<file path="src/common/regfront_pkg.sv">
// Summary of operation
// - read-clear bits clear on host read
// - self-clearing bits return to zero themselves
// - latched low/high bits hold until read
// - strap bits load from straps at startup
// - decode shared, output-port, reserved regions
// - paged port reads, enabled-port broadcast writes
// - 0xd0-0xdf per-port test registers
// - blocks reachable from i2c and link
// - address field reads current target address
// - no override: field ignores writes, shows strap
// - override set: field writable, address used
// - address default 0x3d, override default zero
// - bit 2 restarts autoload, self-clears
// - bit 1 full reset incl registers, self-clears
// - bit 0 logic reset keeping registers
// - init-done bit 0x04[6] set after init
package regfront_pkg;
    // =========================================
    // register offsets
    localparam logic [7:0] addr_target = 8'h00;
    localparam logic [7:0] addr_reset = 8'h01;
    localparam logic [7:0] addr_status = 8'h04;
    localparam logic [7:0] addr_port_sel = 8'h4c;
    localparam logic [7:0] shared_last = 8'h31;
    localparam logic [7:0] outport_first = 8'h32;
    localparam logic [7:0] outport_last = 8'h3a;
    localparam logic [7:0] rsvd_first = 8'h3b;
    localparam logic [7:0] rsvd_last = 8'h4b;
    localparam logic [7:0] paged_first = 8'h4c;
    localparam logic [7:0] paged_last = 8'h7f;
    localparam logic [7:0] test_first = 8'hd0;
    localparam logic [7:0] test_last = 8'hdf;
    // =========================================
    // field positions and reset values
    localparam int bit_override = 0;
    localparam int bit_logic_reset = 0;
    localparam int bit_full_reset = 1;
    localparam int bit_reload = 2;
    localparam int bit_init_done = 6;
    localparam int bit_rd_port_lo = 4;
    localparam logic [6:0] target_default = 7'h3d;
    localparam logic [7:0] reset_default = 8'h00;
    localparam logic [7:0] port_sel_default = 8'h00;
    // =========================================
    // action durations
    localparam int reset_pulse_ns = 64;
    localparam int reload_ns = 800;
    localparam int mclk_ns = 8;
    localparam int reset_cycles = (reset_pulse_ns + mclk_ns - 1) / mclk_ns;
    localparam int reload_cycles = (reload_ns + mclk_ns - 1) / mclk_ns;
    localparam int num_ports = 2;

    typedef enum logic [5:0] {
        reg_none = 6'b000001,
        reg_shared = 6'b000010,
        reg_outport = 6'b000100,
        reg_reserved = 6'b001000,
        reg_paged = 6'b010000,
        reg_test = 6'b100000
    } region_t;

    typedef struct packed {
        logic wr;
        logic rd;
        logic [7:0] addr;
        logic [7:0] wdata;
    } access_t;
endpackage

</file>
<file path="src/hdl/reg_front.sv">
`timescale 1ns/10ps
module reg_front (
    input wire logic mclk,
    input wire logic nrst,
    input wire regfront_pkg::access_t i2c_req,
    input wire regfront_pkg::access_t link_req,
    output logic [7:0] rdata,
    input wire logic [6:0] strap_address,
    output logic [6:0] active_address,
    output regfront_pkg::region_t region,
    output logic [1:0] paged_wr_ports,
    output logic [1:0] paged_rd_port,
    output logic [1:0] test_wr_ports,
    input wire logic [7:0] ext_rdata,
    output logic logic_reset,
    output logic full_reset,
    output logic reload_active,
    output logic init_done
);
    // =========================================
    // access merge: local i2c wins a same-cycle clash
    regfront_pkg::access_t acc;
    regfront_pkg::access_t next_acc;
    always_comb begin
        next_acc = (i2c_req.wr | i2c_req.rd) ? i2c_req : link_req;
    end
    assign acc = next_acc;

    function automatic regfront_pkg::region_t decode(input logic [7:0] a);
        if (a <= regfront_pkg::shared_last) begin
            decode = regfront_pkg::reg_shared;
        end else if (a >= regfront_pkg::outport_first &&
                     a <= regfront_pkg::outport_last) begin
            decode = regfront_pkg::reg_outport;
        end else if (a >= regfront_pkg::rsvd_first &&
                     a <= regfront_pkg::rsvd_last) begin
            decode = regfront_pkg::reg_reserved;
        end else if (a >= regfront_pkg::paged_first &&
                     a <= regfront_pkg::paged_last) begin
            decode = regfront_pkg::reg_paged;
        end else if (a >= regfront_pkg::test_first &&
                     a <= regfront_pkg::test_last) begin
            decode = regfront_pkg::reg_test;
        end else begin
            decode = regfront_pkg::reg_none;
        end
    endfunction

    regfront_pkg::region_t cur_region;
    assign cur_region = decode(acc.addr);
    assign region = cur_region;

    // =========================================
    // registers
    logic [6:0] target_field;
    logic override;
    logic [7:0] port_sel;
    logic [7:0] reset_bits;
    logic [7:0] reset_cnt;
    logic [7:0] reload_cnt;
    logic soft_clear;
    logic wr_target;
    logic wr_reset;
    logic wr_sel;

    assign wr_target = acc.wr && acc.addr == regfront_pkg::addr_target;
    assign wr_reset = acc.wr && acc.addr == regfront_pkg::addr_reset;
    assign wr_sel = acc.wr && acc.addr == regfront_pkg::addr_port_sel;
    // full reset clears override and port select and reloads the strap address; logic reset does not
    assign soft_clear = full_reset;

    always_ff @(posedge mclk or negedge nrst) begin
        if (!nrst) begin
            override <= 1'b0;
            target_field <= regfront_pkg::target_default;
        end else if (soft_clear || reload_active) begin
            override <= 1'b0;
            target_field <= strap_address;
        end else if (wr_target) begin
            override <= acc.wdata[regfront_pkg::bit_override];
            if (override) begin
                target_field <= acc.wdata[7:1];
            end
        end else if (!override) begin
            target_field <= strap_address;
        end
    end
    // override set: field holds what host wrote
    assign active_address = target_field;

    always_ff @(posedge mclk or negedge nrst) begin
        if (!nrst) begin
            port_sel <= regfront_pkg::port_sel_default;
        end else if (soft_clear) begin
            port_sel <= regfront_pkg::port_sel_default;
        end else if (wr_sel) begin
            port_sel <= acc.wdata;
        end
    end

    // paged reads pick one port; writes fan out to every enabled one
    assign paged_rd_port = port_sel[regfront_pkg::bit_rd_port_lo +: 2];
    assign paged_wr_ports = (acc.wr && cur_region == regfront_pkg::reg_paged
                             && !wr_sel) ? port_sel[1:0] : 2'b00;
    assign test_wr_ports = (acc.wr && cur_region == regfront_pkg::reg_test)
                           ? port_sel[1:0] : 2'b00;

    // =========================================
    // self-clearing reset and reload bits
    always_ff @(posedge mclk or negedge nrst) begin
        if (!nrst) begin
            reset_bits <= regfront_pkg::reset_default;
        end else if (wr_reset) begin
            reset_bits <= acc.wdata;
        end else begin
            if (reset_cnt == 8'h01) begin
                reset_bits[regfront_pkg::bit_full_reset] <= 1'b0;
                reset_bits[regfront_pkg::bit_logic_reset] <= 1'b0;
            end
            if (reload_cnt == 8'h01) begin
                reset_bits[regfront_pkg::bit_reload] <= 1'b0;
            end
        end
    end

    always_ff @(posedge mclk or negedge nrst) begin
        if (!nrst) begin
            reset_cnt <= 8'h00;
        end else if (wr_reset && (acc.wdata[1] | acc.wdata[0])) begin
            reset_cnt <= 8'(regfront_pkg::reset_cycles);
        end else if (reset_cnt != 8'h00) begin
            reset_cnt <= reset_cnt - 8'h01;
        end
    end

    always_ff @(posedge mclk or negedge nrst) begin
        if (!nrst) begin
            reload_cnt <= 8'(regfront_pkg::reload_cycles);
        end else if (wr_reset && acc.wdata[regfront_pkg::bit_reload]) begin
            reload_cnt <= 8'(regfront_pkg::reload_cycles);
        end else if (reload_cnt != 8'h00) begin
            reload_cnt <= reload_cnt - 8'h01;
        end
    end

    // reserved bits 7:3 are kept as written
    assign full_reset = reset_bits[regfront_pkg::bit_full_reset];
    assign logic_reset = reset_bits[regfront_pkg::bit_logic_reset] |
                         full_reset;
    assign reload_active = reload_cnt != 8'h00;
    assign init_done = !reload_active;

    // =========================================
    // read data, registered
    always_ff @(posedge mclk or negedge nrst) begin
        if (!nrst) begin
            rdata <= 8'h00;
        end else if (acc.rd) begin
            unique case (acc.addr)
                regfront_pkg::addr_target:
                    rdata <= {target_field, override};
                regfront_pkg::addr_reset: rdata <= reset_bits;
                regfront_pkg::addr_status:
                    rdata <= {1'b0, init_done, 6'h00};
                regfront_pkg::addr_port_sel: rdata <= port_sel;
                default:
                    rdata <= (cur_region == regfront_pkg::reg_reserved ||
                              cur_region == regfront_pkg::reg_none)
                             ? 8'h00 : ext_rdata;
            endcase
        end
    end
    // no read-clear or latched bits live here; those belong to the
    // port blocks behind ext_rdata, which clear on their own read
endmodule
</file>
<file path="config.mk">
export PLATFORM = sky130hd
export DESIGN_NAME = reg_front
export DESIGN_NICKNAME = d
export VERILOG_FILES = /design/src/common/regfront_pkg.sv /design/src/hdl/reg_front.sv
export SDC_FILE = /design/constraint.sdc
export NUM_CORES = 1
export LEC_CHECK = 0
export ABC_AREA = 1
export ABC_CLOCK_PERIOD_IN_PS = 1700
export BUFFER_PORTS_ARGS = -buffer_cell sky130_fd_sc_hd__buf_2
export CAP_MARGIN = 40
export CORE_ASPECT_RATIO = 0.75
export CORE_UTILIZATION = 48
export CTS_CLUSTER_DIAMETER = 30
export CTS_CLUSTER_SIZE = 28
export DETAILED_ROUTE_END_ITERATION = 10
export GPL_TIMING_DRIVEN = 0
export HOLD_SLACK_MARGIN = 0.08
export PLACE_DENSITY = 0.82
export REMOVE_ABC_BUFFERS = 1
export SLEW_MARGIN = 15
export SYNTH_ARGS = -nofsm -noshare
export SYNTH_HDL_FRONTEND = slang
export SYNTH_SLANG_ARGS = --single-unit
export TNS_END_PERCENT = 30
</file>
<file path="constraint.sdc">
create_clock -name mclk -period 1.7 [get_ports mclk]
set_input_delay 0.085 -clock mclk [delete_from_list [all_inputs] [get_ports mclk]]
set_output_delay 0.085 -clock mclk [all_outputs]
set_load 0.03 [all_outputs]
</file>
==> flow_summary_export.csv <==
group,metric,value,unit
worst_setup_path,critPathSlowestCell,"dfrtp_1",
final_layout,area_growth,26.8,%
detailed_routing,viasPerCell,5.32,
synthesis,synth_seq_area_share,37.3,%
worst_setup_path,crit_type,"reg -> reg",
clock_tree,cts_tree,"yes",
timing,rsz0062_at_grt,"yes",
worst_setup_path,regToRegEndpoint,"active_address[6]",
final_layout,finalNonFillerCells,630,
worst_setup_path,crit_fanout,8,
final_layout,fin_area,4110,µm²
clock_tree,clk_path_buf_depth,2,
synthesis,synth_area_leader_cell,"dfrtp_1",
global_route,antenna_found_initial,0,
timing,drv_slew,0,
clock_tree,cts_made_buffers,5,
place,portBuffers,83,
global_route,grt.total_usage,24.9,%
detailed_routing,wl,8760,µm
synthesis,yosysWarnings,0,
timing,setup_tns,-11.1,ps
clock_tree,clk_pin_slew,80,ps
detailed_routing,antenna_left,0,
timing,hold_viol,0,
synthesis,synth_cell_types,36,
die,ios,84,
detailed_routing,drtPass1Iterations,5,
final_layout,nets,605,
clock_tree,cts.sinks,48,
timing,clock_skew,10.0,ps
run_status,outcome,"complete, but fails checks",
detailed_routing,drtIter0Drc,248,
worst_hold_path,hold_path_depth,5,
place,placed_area,3690,µm²
synthesis,yosys-top-cells-area,"dfrtp_1 (31%), nand2_1 (14%), nand3_1 (6.9%)",
power,p_leak,2.15,nW
clock_tree,cts_max_level,2,
worst_setup_path,slowest_delay,440,ps
synthesis,avgSynthCellArea,7.26,µm²
worst_setup_path,r2r_start,"reload_cnt[4]",
detailed_routing,drc,0,
synthesis,synthCells,447,
synthesis,synth_seq_cells,48,
global_route,grt_pass1_vias,3118,
timing,finalSetupViolCount,1,
die,dieArea,7100,µm²
global_route,grt_max_degree,35,
run_status,violations,"negative setup slack",
synthesis,yosys.area.top_type_share,30.9,%
worst_hold_path,holdPathEnd,"active_address[0]",
global_route,grt.overflow.total,0,
worst_setup_path,cp-end-kind,"register",
timing,tightest_slew,640,ps
die,initial_utilization,50.6,%
worst_setup_path,critPathLaunchType,"register",
flow_run,drv_cap,0,
final_layout,drive_above_1_share,34.2,%
detailed_routing,routedWlPerCell,13.9,µm
worst_setup_path,critical_path_arrival,1910,ps
worst_setup_path,reg2reg_slack,-10,ps
timing,period_share,101,%
worst_hold_path,hp-class,"in -> reg",
place,dpl.hpwl,6230,µm
synthesis,netlist_area,3240,µm²
timing,relSlewSlack,56.9,%
power,peakVddDrop,0.000572,V
timing,max_freq,0.584,GHz
power,p_per_area,900,nW/µm²
timing,setup_ws,-11.1,ps
die,die_w,96.9,µm
clock_tree,clk_latency,300,ps
die,fp.dieH,73.2,µm
place,gp_congestion,0.857,
detailed_routing,via_count,3352,
clock_tree,root_buffer,"clkbuf_8",
timing,period_needed,1710,ps
worst_hold_path,worstHoldStart,"strap_address[0]",
global_route,grt_pass1_wl,14000,µm
worst_setup_path,crit_required,1890,ps
die,rows,25,
place,pre_cts_slack,-634,ps
final_layout,fin_util,64.1,%
worst_setup_path,worstPathCellList,"nor2_2 -> nand2_2 -> nor2_4 -> inv_4 -> nor2_4 -> nand3_4 -> buf_8 -> nand2_2 -> o21ai_2 -> nand2_1 -> nand2_1",
place,dp_cells,602,
worst_setup_path,reg2reg_depth,11,
die,coreArea,6410,µm²
final_layout,num_antenna_cells,0,
-- flip-flops by register name, summed over array words and instances, names as in the netlist --
register        count
active_address      7
override            1
port_sel            8
rdata               8
reload_cnt          8
reset_bits          8
reset_cnt           8
-- cell families after synthesis --
logic type / count (synthesis) / share of synthesized area (%)
flops: 48 / 37.3
buf+inv: 64 / 9.26
mux: 5 / 1.54
fa+ha+maj: 4 / 1.54
compound gates: 58 / 10.5
xor+xnor: 8 / 2.16
simple gates: 260 / 37.6
-- cells in the mapped netlist (all sizes together) --
library cell / number
nand2: 134
nor2: 65
inv: 53
nand3: 50
dfrtp: 40
o21ai: 31
a21oi: 16
buf: 9
dfstp: 8
o31ai: 8
xor2: 6
mux2i: 5
ha: 4
nand4: 3
nor3: 3
or2: 3
o22ai: 2
xnor2: 2
clkbuf: 1
clkinv: 1
nor4: 1
o211ai: 1
or3b: 1
-- stage by stage --
stage / total power, mW / hold WS, ps
after global placement: 2.79 / 330
after detailed placement: 2.86 / 17.7
after global routing: 3.92 / 101
final: 3.70 / 79.3
after floorplan: 2.50 / -211
after CTS: 3.58 / 83.2
-- what timing repair did --
action,in CTS,in global routing
setup buffers,11,6
pin swaps,7,9
gates cloned,1,0
gates resized for setup,14,34
hold buffers,2,0
setup endpoints to repair,59,20
hold endpoints to repair,44,0
-- where the power goes --
part / switching (mW) / internal (mW)
Combinational: 0.872 / 0.561
Sequential: 0.197 / 1.41
Clock: 0.374 / 0.290
Total: 1.44 / 2.26
-- per-layer routing --
layer	global-route usage [%]	wire length, µm	up-vias
met4	7.46	148	0
met1	32.0	3800	1549
li1	-	-	1640
met5	0	0	-
met2	43.3	4210	145
met3	4.60	603	18
-- critical path, delay by kind of cell, from the launching register on --
family                 cells  cell delay (ps)
AND/OR/NAND/NOR            8              860
flip-flops                 1              440
buffers and inverters      2              250
AO/OA/AOI/OAI              1               50
-- worst max-delay path by stage --
stage	depth (start not counted)	to	start
CTS	11	active_address[6]	reload_cnt[4]
global route	11	active_address[2]	reload_cnt[1]
global placement	11	reload_cnt[7]	i2c_req[17]
finish	11	active_address[6]	reload_cnt[4]
detailed placement	11	reload_cnt[0]	i2c_req[17]
floorplan	9	paged_wr_ports[0]	i2c_req[17]
-- placed cells by master (no fill, tap or decap), types with 15 or more instances in the layout --
cell,count
buf_4,15
nor2_1,51
nand2_2,18
buf_2,80
nand3_1,44
a21oi_1,16
inv_1,43
dfrtp_1,40
nand2_1,111
-- area by class of cell --
type	count	area, µm²
multi-input combinational	336	1890
inverter	54	208
fill	558	2300
timing repair buffer	103	618
clock buffer	7	76.3
clock inverter	1	5.00
tap	81	101
sequential	48	1210
(Power assumes the default switching activity.)
